## src/odh_pkg.sv

```systemverilog
package odh_pkg;

    // ==========================================================
    // Bus widths.
    // ==========================================================
    localparam int ODH_DATA_W = 8;

    // ==========================================================
    // Host port selection decoded from the straps.
    // ==========================================================
    typedef enum logic [1:0] {
        ODH_PORT_SERIAL   = 2'h0,
        ODH_PORT_I2C      = 2'h1,
        ODH_PORT_PARALLEL = 2'h3
    } odh_port_e;

    // ==========================================================
    // Transfer engine states, Gray coded along idle, write, read.
    // ==========================================================
    typedef enum logic [1:0] {
        ODH_ST_IDLE  = 2'h0,
        ODH_ST_WRITE = 2'h1,
        ODH_ST_READ  = 2'h3
    } odh_state_e;

    // ==========================================================
    // Reset values and synchroniser settings.
    // ==========================================================
    localparam logic [7:0] ODH_BYTE_RST = 8'h00;
    localparam logic [2:0] ODH_SYNC_RST = 3'h0;
    localparam logic [2:0] ODH_SYNC_IDLE_HIGH = 3'h7;
    localparam int ODH_SYNC_MID = 1;
    localparam int ODH_SYNC_LAST = 2;

endpackage

```

## src/odh_host_port.sv

```systemverilog
`timescale 1ns/1ps
`default_nettype none

module odh_host_port
    import odh_pkg::*;
(
    input wire logic clock_i,
    input wire logic arst_n_i,
    // Straps, read once after reset release.
    input wire logic parallel_port_strap_i,
    input wire logic i2c_port_strap_i,
    input wire logic bus_protocol_strap_i,
    input wire logic internal_osc_enable_strap_i,
    // Host pins.
    input wire logic chip_select_n_i,
    input wire logic enable_read_strobe_i,
    input wire logic direction_write_strobe_i,
    input wire logic data_command_select_i,
    input wire logic chip_init_input_n_i,
    input wire logic [7:0] host_data_bus_i,
    output logic [7:0] host_data_bus_o,
    output logic host_data_bus_oe_o,
    // Core side.
    input wire logic [7:0] read_data_i,
    output logic read_req_o,
    output logic [7:0] write_data_o,
    output logic display_write_o,
    output logic command_write_o,
    output logic init_active_o,
    output logic internal_osc_enable_o,
    output logic [1:0] host_port_o,
    output logic protocol_6800_o
);

    // ==========================================================
    // Pin synchronisers.
    // ==========================================================
    // Three stages per strobe and select pin; a change counts when stages two and three agree.
    logic [2:0] cs_sync;
    logic [2:0] e_sync;
    logic [2:0] w_sync;
    logic [2:0] rs_sync;
    logic [2:0] init_sync;
    logic cs_n;
    logic e_lvl;
    logic w_lvl;
    logic rs_lvl;
    logic init_n;
    logic [7:0] bus_s1;
    logic [7:0] bus_s2;

    // Strobes and selects, shifted every clock.
    always_ff @(posedge clock_i or negedge arst_n_i) begin
        if (!arst_n_i) begin
            cs_sync <= ODH_SYNC_IDLE_HIGH;
            e_sync <= ODH_SYNC_RST;
            w_sync <= ODH_SYNC_RST;
            rs_sync <= ODH_SYNC_RST;
            init_sync <= ODH_SYNC_RST;
        end else begin
            cs_sync <= {cs_sync[1:0], chip_select_n_i};
            e_sync <= {e_sync[1:0], enable_read_strobe_i};
            w_sync <= {w_sync[1:0], direction_write_strobe_i};
            rs_sync <= {rs_sync[1:0], data_command_select_i};
            init_sync <= {init_sync[1:0], chip_init_input_n_i};
        end
    end

    // Filtered levels: hold the old value while stages two and three disagree.
    always_ff @(posedge clock_i or negedge arst_n_i) begin
        if (!arst_n_i) begin
            cs_n <= 1'b1;
            e_lvl <= 1'b0;
            w_lvl <= 1'b0;
            rs_lvl <= 1'b0;
            init_n <= 1'b0;
        end else begin
            if (cs_sync[ODH_SYNC_MID] == cs_sync[ODH_SYNC_LAST]) begin
                cs_n <= cs_sync[ODH_SYNC_LAST];
            end
            if (e_sync[ODH_SYNC_MID] == e_sync[ODH_SYNC_LAST]) begin
                e_lvl <= e_sync[ODH_SYNC_LAST];
            end
            if (w_sync[ODH_SYNC_MID] == w_sync[ODH_SYNC_LAST]) begin
                w_lvl <= w_sync[ODH_SYNC_LAST];
            end
            if (rs_sync[ODH_SYNC_MID] == rs_sync[ODH_SYNC_LAST]) begin
                rs_lvl <= rs_sync[ODH_SYNC_LAST];
            end
            if (init_sync[ODH_SYNC_MID] == init_sync[ODH_SYNC_LAST]) begin
                init_n <= init_sync[ODH_SYNC_LAST];
            end
        end
    end

    // Data bus is held stable by the host around the strobe edge, so two
    // stages keep it aligned with the filtered strobes.
    always_ff @(posedge clock_i or negedge arst_n_i) begin
        if (!arst_n_i) begin
            bus_s1 <= ODH_BYTE_RST;
            bus_s2 <= ODH_BYTE_RST;
        end else begin
            bus_s1 <= host_data_bus_i;
            bus_s2 <= bus_s1;
        end
    end

    // ==========================================================
    // Strap capture.
    // ==========================================================
    // Straps are caught on the first edge after release, never under reset.
    logic strap_taken;
    odh_port_e port_mode;
    logic mode_6800;

    always_ff @(posedge clock_i or negedge arst_n_i) begin
        if (!arst_n_i) begin
            strap_taken <= 1'b0;
            port_mode <= ODH_PORT_SERIAL;
            mode_6800 <= 1'b0;
            internal_osc_enable_o <= 1'b0;
        end else if (!strap_taken) begin
            strap_taken <= 1'b1;
            if (parallel_port_strap_i) begin
                port_mode <= ODH_PORT_PARALLEL;
            end else if (i2c_port_strap_i) begin
                port_mode <= ODH_PORT_I2C;
            end else begin
                port_mode <= ODH_PORT_SERIAL;
            end
            // The protocol strap is sampled even when unused; it must not float.
            mode_6800 <= bus_protocol_strap_i;
            internal_osc_enable_o <= internal_osc_enable_strap_i;
        end
    end

    assign host_port_o = port_mode;
    assign protocol_6800_o = mode_6800;

    // ==========================================================
    // Strobe decode.
    // ==========================================================
    // Active means the strobe is in its asserting phase for this protocol.
    logic par_on;
    logic rd_active;
    logic wr_active;

    always_comb begin
        par_on = strap_taken && (port_mode == ODH_PORT_PARALLEL) && init_n;
        if (mode_6800) begin
            rd_active = e_lvl && w_lvl;
            wr_active = e_lvl && !w_lvl;
        end else begin
            rd_active = !e_lvl;
            wr_active = !w_lvl;
        end
        // Serial and I2C ports never read; the board grounds both strobes.
        if (!par_on || cs_n) begin
            rd_active = 1'b0;
            wr_active = 1'b0;
        end
    end

    // ==========================================================
    // Transfer engine.
    // ==========================================================
    odh_state_e state;
    odh_state_e next_state;

    // A write commits when its strobe phase ends; losing chip select first
    // aborts it silently, as does an initialisation pulse.
    always_comb begin
        next_state = state;
        case (state)
            ODH_ST_IDLE: begin
                if (wr_active) begin
                    next_state = ODH_ST_WRITE;
                end else if (rd_active) begin
                    next_state = ODH_ST_READ;
                end
            end
            ODH_ST_WRITE: begin
                if (!wr_active) begin
                    next_state = ODH_ST_IDLE;
                end
            end
            ODH_ST_READ: begin
                if (!rd_active) begin
                    next_state = ODH_ST_IDLE;
                end
            end
            default: begin
                next_state = ODH_ST_IDLE;
            end
        endcase
    end

    always_ff @(posedge clock_i or negedge arst_n_i) begin
        if (!arst_n_i) begin
            state <= ODH_ST_IDLE;
        end else begin
            state <= next_state;
        end
    end

    // Byte and select are latched during the strobe, then posted at its end.
    logic [7:0] wr_byte;
    logic wr_is_data;

    always_ff @(posedge clock_i or negedge arst_n_i) begin
        if (!arst_n_i) begin
            wr_byte <= ODH_BYTE_RST;
            wr_is_data <= 1'b0;
        end else if (wr_active) begin
            wr_byte <= bus_s2;
            wr_is_data <= rs_lvl;
        end
    end

    // Trailing strobe edge with chip select still low posts one pulse.
    always_ff @(posedge clock_i or negedge arst_n_i) begin
        if (!arst_n_i) begin
            write_data_o <= ODH_BYTE_RST;
            display_write_o <= 1'b0;
            command_write_o <= 1'b0;
        end else begin
            display_write_o <= 1'b0;
            command_write_o <= 1'b0;
            if (state == ODH_ST_WRITE && !wr_active && !cs_n && par_on) begin
                write_data_o <= wr_byte;
                display_write_o <= wr_is_data;
                command_write_o <= !wr_is_data;
            end
        end
    end

    // ==========================================================
    // Read path and bus drive.
    // ==========================================================
    // The core sees read_req_o held for the whole read strobe and returns
    // read_data_i combinationally; the pin is driven one clock later.
    always_ff @(posedge clock_i or negedge arst_n_i) begin
        if (!arst_n_i) begin
            read_req_o <= 1'b0;
            host_data_bus_o <= ODH_BYTE_RST;
            host_data_bus_oe_o <= 1'b0;
        end else begin
            read_req_o <= rd_active;
            host_data_bus_oe_o <= rd_active;
            if (rd_active) begin
                host_data_bus_o <= read_data_i;
            end else begin
                host_data_bus_o <= ODH_BYTE_RST;
            end
        end
    end

    // ==========================================================
    // Initialisation.
    // ==========================================================
    // Initialisation runs for as long as the filtered init pin is low.
    always_ff @(posedge clock_i or negedge arst_n_i) begin
        if (!arst_n_i) begin
            init_active_o <= 1'b1;
        end else begin
            init_active_o <= !init_n;
        end
    end

endmodule

`default_nettype wire

```

## config.mk

```make
export PLATFORM = sky130hd
export DESIGN_NAME = odh_host_port
export DESIGN_NICKNAME = d
export VERILOG_FILES = /design/src/odh_pkg.sv /design/src/odh_host_port.sv
export SDC_FILE = /design/constraint.sdc
export NUM_CORES = 1
export LEC_CHECK = 0
export ABC_AREA = 1
export BUFFER_PORTS_ARGS = -buffer_cell sky130_fd_sc_hd__buf_2
export CORE_ASPECT_RATIO = 0.7
export CORE_MARGIN = 2
export CORE_UTILIZATION = 45
export DETAILED_ROUTE_END_ITERATION = 12
export PLACE_DENSITY = 0.68
export SYNTH_ARGS = -nofsm -noshare
export SYNTH_HDL_FRONTEND = slang
export SYNTH_SLANG_ARGS = --single-unit
```

## constraint.sdc

```tcl
create_clock -name clock_i -period 3.15 [get_ports clock_i]
set_clock_uncertainty 0.1 [all_clocks]
set_input_delay 0.4725 -clock clock_i [delete_from_list [all_inputs] [get_ports clock_i]]
set_output_delay 0.4725 -clock clock_i [all_outputs]
set_load 0.02 [all_outputs]
```

* Word-level counts from Yosys, hierarchy flattened
Cells that the tools add are included.
** Operators by class
- Eq/ne operators :: 11
- Multiplexer cells :: 14
- Reductions and logical operators :: 17
** Operators by type and width (count)
- $mux W2 :: 5
- $mux W8 :: 1
- $logic_and A1 B1 Y1 :: 7
- $logic_not A1 Y1 :: 7
- $mux W1 :: 7
- $pmux W2 S3 :: 1
- $eq A1 B1 Y1 :: 5
- $eq A2 B2 Y1 const B :: 2
- $ne A2 B2 Y1 const B :: 2
- $ne A3 B3 Y1 const B :: 1
- $reduce_and A3 Y1 :: 1
- $eq A2 B1 Y1 const B :: 1
- $logic_not A2 Y1 :: 1
- $logic_or A1 B1 Y1 :: 1
** Word-level totals
- Bits in registers :: 72
- Input bits :: 27
- Output and inout bits :: 25
- Word-level logic and storage cells :: 67

* Longest topological paths before layout
- Depth in word-level cells :: 11
- Gate-level depth with buffers :: 7
- Depth with buffers taken out :: 7

* Worst setup path before layout
No wires, ideal clock.
- Kind :: reg-to-reg
- Start :: register mode_6800, in the netlist protocol_6800_o
- End :: register state[0]
- Setup time :: 117 ps
- Arrival time :: 1072 ps
- Data required time :: 2933 ps
- Setup slack :: 1861 ps
- Cell stages (with the launch flop) :: 7
- Buffers on the path :: 1
- Period minus slack after synthesis :: 1289 ps
- Path through :: dfrtp_1 -> nand2_1 -> nand2_2 -> inv_1 -> buf_4 -> nand3_1 -> nand2_1
** Between the ends
- Cells in the longest elaborated chain, start to end :: 4
- Elaborated cells between the ends (all ways) :: 10
- Classes of those cells :: 3 x eq/ne; 6 x mux; 1 x reduce/logical
** RTL lines
- from (decl) :: line odh_host_port.sv:114 : logic mode_6800;
- from (signal assigned) :: line odh_host_port.sv:132 : mode_6800 <= bus_protocol_strap_i;
- $mux W1 :: line odh_host_port.sv:150 : if (mode_6800) begin
- $mux W1 :: line odh_host_port.sv:158 : if (!par_on || cs_n) begin
- $ne A3 B3 Y1 (no source line), or another cell as far along
- $reduce_and A3 Y1 (no source line) / $pmux W2 S3 (equally long branches)
- to (signal assigned) :: line odh_host_port.sv:202 : state <= next_state;
- to (decl) :: line odh_host_port.sv:167 : odh_state_e state;
Parallel ways exist; a longest one is shown, timed or not.
A chain may end at the register's enable or synchronous reset.

* Worst setup path in the final report
- Start :: register strap_taken
- End :: register write_data_o[6]
** Between the ends
- Cells in the longest elaborated chain, start to end :: 9
** RTL lines
- from (decl) :: line odh_host_port.sv:112 : logic strap_taken;
- from (signal assigned) :: line odh_host_port.sv:118 : strap_taken <= 1'b0;
- from (signal assigned) :: line odh_host_port.sv:123 : strap_taken <= 1'b1;
- $logic_and A1 B1 Y1 * (2 in a row) :: line odh_host_port.sv:149 : par_on = strap_taken && (port_mode == ODH_PORT_PARALLEL) && init_n;
- $logic_not A1 Y1 :: line odh_host_port.sv:158
- $logic_or A1 B1 Y1 :: line odh_host_port.sv:158
- $mux W1 :: line odh_host_port.sv:158
- $logic_not A1 Y1 :: line odh_host_port.sv:229 : if (state == ODH_ST_WRITE && !wr_active && !cs_n && par_on) begin
- $logic_and A1 B1 Y1 (2 in a row) :: line odh_host_port.sv:229
- $logic_and A1 B1 Y1 * :: line odh_host_port.sv:229
- to (signal assigned) :: line odh_host_port.sv:230 : write_data_o <= wr_byte;
- to (decl) :: line odh_host_port.sv:26 : output logic [7:0] write_data_o,
Every way passes the cells marked *; elsewhere a longest branch is shown, timed or not.

==> metrics.txt <==
# TYPE chip_impl_metric gauge
chip_impl_metric{name="ctsHtreeMaxLevel",unit=""} 3
chip_impl_info{name="synth_commonest_cells",value="sky130_fd_sc_hd__dfrtp_1, sky130_fd_sc_hd__nand2_1, sky130_fd_sc_hd__inv_1"} 1
chip_impl_metric{name="report.final.setup_viol",unit=""} 0
chip_impl_metric{name="grt_first_pass_wirelength",unit="um"} 6620
chip_impl_metric{name="final_hold_viol_count",unit=""} 0
chip_impl_metric{name="arrival",unit="ns"} 1.81
chip_impl_metric{name="grt_max_degree",unit=""} 31
chip_impl_metric{name="synthXorXnorAreaFrac",unit="%"} 0
chip_impl_metric{name="worst-endpoint-required",unit="ns"} 3.28
chip_impl_metric{name="synth_top_cell_area_share",unit="%"} 70.0
chip_impl_metric{name="fp.dieArea",unit="um2"} 5930
chip_impl_info{name="synth_largest_area_cell",value="sky130_fd_sc_hd__dfrtp_1"} 1
chip_impl_metric{name="worst-slew-pin-transition",unit="ns"} 0.506
chip_impl_info{name="synth_top_flop_cell",value="sky130_fd_sc_hd__dfrtp_1"} 1
chip_impl_metric{name="synth-edff-count",unit=""} 0
chip_impl_metric{name="total_power",unit="W"} 0.00204
chip_impl_info{name="slowest_stage",value="sky130_fd_sc_hd__dfrtp_1"} 1
chip_impl_info{name="rsz0062_at_grt",value="false"} 1
chip_impl_metric{name="cts_sinks",unit=""} 72
chip_impl_metric{name="chipHeight",unit="um"} 65.0
chip_impl_info{name="timing.critical_path.to_type",value="flop"} 1
chip_impl_metric{name="synth_sequential_area_ratio",unit="%"} 75.5
chip_impl_metric{name="syn-mean-instance-area",unit="um2"} 12.3
chip_impl_metric{name="async_reset_ff_share",unit="%"} 100
chip_impl_metric{name="grt_remaining_overflow",unit=""} 0
chip_impl_info{name="setup.worst_path.class",value="reg -> reg"} 1
chip_impl_metric{name="firstDrtPassIters",unit=""} 4
chip_impl_metric{name="worst_slew_margin_rel",unit="%"} 66.2
chip_impl_metric{name="leakage",unit="nW"} 1.64
chip_impl_metric{name="core_region_area",unit="um2"} 5170
chip_impl_metric{name="timing.final.max_slew_violations",unit=""} 0
chip_impl_metric{name="antenna_found_initial",unit=""} 0
chip_impl_metric{name="drt-vias-per-instance",unit=""} 4.30
chip_impl_metric{name="crit_path_max_incr_delay",unit="ns"} 0.43
chip_impl_metric{name="final_wtd_congestion",unit=""} 0.720
chip_impl_metric{name="synth.lib_cells_used.distinct",unit=""} 17
chip_impl_metric{name="clk-insertion-delay-late",unit="ns"} 0.34
chip_impl_metric{name="numPortBuffers",unit=""} 51
chip_impl_metric{name="hpwlAfterDp",unit="um"} 2620
chip_impl_metric{name="synthesis.instances",unit=""} 195
chip_impl_metric{name="final.hold.worst_slack",unit="ns"} 0.122
chip_impl_info{name="synth_top_family_by_area",value="simple AND/OR/NAND/NOR gates"} 1
chip_impl_metric{name="chip_width",unit="um"} 91.2
chip_impl_info{name="synth_top_cells_by_area",value="sky130_fd_sc_hd__dfrtp_1, sky130_fd_sc_hd__nand2_1, sky130_fd_sc_hd__dfstp_2"} 1
chip_impl_metric{name="dr.first_iter.drc_count",unit=""} 92
chip_impl_metric{name="detail_route.wl_per_cell",unit="um"} 11.4
chip_impl_metric{name="grt.total_usage",unit="%"} 15.4
chip_impl_metric{name="yosys_warnings",unit=""} 0
chip_impl_metric{name="fraction_of_the_mapped_netlist_area_in_compound_gates",unit="%"} 0.209
chip_impl_metric{name="design.portCount",unit=""} 52
chip_impl_metric{name="clk_pin_slew_worst_paths",unit="ns"} 0.07
chip_impl_metric{name="synth.mux.area_fraction",unit="%"} 0
chip_impl_metric{name="std_cell_rows",unit=""} 22
chip_impl_metric{name="clk_path_buf_depth",unit=""} 2
chip_impl_metric{name="antenna_cells",unit=""} 0
chip_impl_info{name="status",value="finished clean"} 1
chip_impl_metric{name="setup-tns-final",unit="ns"} 0
chip_impl_info{name="tritoncts",value="done"} 1
chip_impl_metric{name="reported_max_cap_violation_count",unit=""} 0
chip_impl_metric{name="max_freq",unit="MHz"} 595
chip_impl_info{name="min-delay-path-class",value="in -> reg"} 1
chip_impl_metric{name="number_of_global_route_vias_before_repair",unit=""} 1355
chip_impl_metric{name="detail-route-antenna-nets",unit=""} 0
chip_impl_metric{name="ys_ff_latch",unit=""} 72
chip_impl_metric{name="wl",unit="um"} 3790
chip_impl_metric{name="synthSimpleGateAreaFrac",unit="%"} 17.5
chip_impl_metric{name="period_needed",unit="ns"} 1.68
chip_impl_metric{name="power.ir.vdd_worst",unit="mV"} 0.363
chip_impl_metric{name="starting_density_of_the_core",unit="%"} 46.3
chip_impl_metric{name="mappedNetlistNets",unit=""} 222
chip_impl_metric{name="numCtsBuffers",unit=""} 9
chip_impl_info{name="clock_tree.root_cell",value="sky130_fd_sc_hd__clkbuf_8"} 1
chip_impl_metric{name="num_vias",unit=""} 1431
chip_impl_info{name="worstPathCellList",value="nand3_2 -> nor2_4 -> nand3_2 -> nand2_1 -> nand2_1"} 1
chip_impl_metric{name="synth_adder_area_share",unit="%"} 2.09
chip_impl_metric{name="mappedNetlistArea",unit="um2"} 2390
chip_impl_metric{name="area_growth",unit="%"} 24.6
chip_impl_metric{name="post-route-drc-count",unit=""} 0
chip_impl_metric{name="final_util",unit="%"} 57.7
chip_impl_info{name="critPathLaunchType",value="flop"} 1
chip_impl_metric{name="critical_path_peak_fanout",unit=""} 22
chip_impl_metric{name="period_share",unit="%"} 53.3
chip_impl_info{name="post-synth-top-count-cell",value="sky130_fd_sc_hd__dfrtp_1"} 1
chip_impl_metric{name="power_per_cell_area",unit="nW/um2"} 682
chip_impl_metric{name="design.final.nets",unit=""} 283
chip_impl_metric{name="post_route_cells_drive_above_1_share",unit="%"} 31.4
chip_impl_metric{name="post_cts_resized",unit=""} 0
==> cells in the final DEF, fill, tap and decap left out <==
cell                            count
sky130_fd_sc_hd__nor2_4             1
sky130_fd_sc_hd__clkinvlp_4         1
sky130_fd_sc_hd__inv_6              1
sky130_fd_sc_hd__o21ai_0            1
sky130_fd_sc_hd__inv_1             20
sky130_fd_sc_hd__buf_2             51
sky130_fd_sc_hd__clkinv_4           1
sky130_fd_sc_hd__conb_1             1
sky130_fd_sc_hd__nand2_4            1
sky130_fd_sc_hd__dlygate4sd3_1      1
sky130_fd_sc_hd__dfstp_2            5
sky130_fd_sc_hd__nand2_2            2
sky130_fd_sc_hd__nand3_1           10
sky130_fd_sc_hd__clkbuf_8          10
sky130_fd_sc_hd__nand3_2            3
sky130_fd_sc_hd__buf_4              2
sky130_fd_sc_hd__nor2_2             1
sky130_fd_sc_hd__nand2_1           54
sky130_fd_sc_hd__dfrtp_1           67
sky130_fd_sc_hd__maj3_1             5
sky130_fd_sc_hd__nor2_1            12
sky130_fd_sc_hd__nand4_1            8
sky130_fd_sc_hd__bufinv_16          3
==> final timing paths <==
| check | startpoint | endpoint | slack [ns] | depth (start not counted) |
|---|---|---|---|---|
| max | strap_taken$_DFF_PN0_ | write_data_o[6]$_DFFE_PN0P_ | 1.47 | 5 |
| min | chip_select_n_i | cs_sync[0]$_DFF_PN1_ | 0.12 | 1 |
| max reg2reg | strap_taken$_DFF_PN0_ | write_data_o[6]$_DFFE_PN0P_ | 1.47 | 5 |
| min reg2reg | init_sync[0]$_DFF_PN0_ | init_sync[1]$_DFF_PN0_ | 0.25 | 0 |
| max in group asynchronous | arst_n_i | init_active_o$_DFF_PN1_ | 1.78 | 3 |
| min in group asynchronous | arst_n_i | w_sync[0]$_DFF_PN0_ | 0.47 | 2 |
==> cell families after synthesis <==
logic type                 count (synthesis)
and+or+nand+nor                           92
buffers and inverters                     24
other                                      1
DFF                                       72
adders and majority gates                  5
AOI/OAI and AO/OA                          1
==> flip-flops by register name (all words and copies together) (netlist names), 2 cells and up <==
register	cells
bus_s1	8
bus_s2	8
host_data_bus_o	8
wr_byte	8
write_data_o	8
cs_sync	3
e_sync	3
init_sync	3
rs_sync	3
w_sync	3
host_port_o	2
state	2
==> critical path: cells and delay by family (launching register included) <==
| kind | cells | cell delay (ns) |
|---|---|---|
| simple gates | 5 | 1.03 |
| flops | 1 | 0.43 |
==> power breakdown <==
| part | total (W) | switching [W] | internal, W |
|---|---|---|---|
| sequential | 0.00103 | 0.0000361 | 0.000993 |
| clock | 0.000884 | 0.000333 | 0.000551 |
| combinational | 0.000123 | 0.0000795 | 0.0000438 |
==> routing by layer <==
metal	vias up	wire, um	track usage, %
li1	726	-	-
met1	642	1850	20.3
met2	53	1530	21.2
met3	10	309	6.74
met4	0	96	9.09
met5	-	0	0
==> per-stage QoR <==
stage	instance area, um2	cells	worst slack [ns]
final	2980	333	1.47
after global routing	2980	333	1.29
after CTS	2980	333	1.46
after detailed placement	2720	316	1.47
after global placement	2720	316	1.57
after floorplan	2390	195	1.86
==> timing repair <==
action,in CTS,in global routing
buffers inserted,0,0
hold endpoints to repair,14,0
hold buffers,1,0
==> layout make-up <==
class	count	area (um2)
Fill cell	457	2190
Sequential cell	72	1810
Clock inverter	6	115
Inverter	20	75.1
Tap cell	72	90.1
Clock buffer	10	138
Multi-Input combinational cell	99	478
Timing Repair Buffer	54	280
Note: power is estimated with default switching activity, not from simulation.
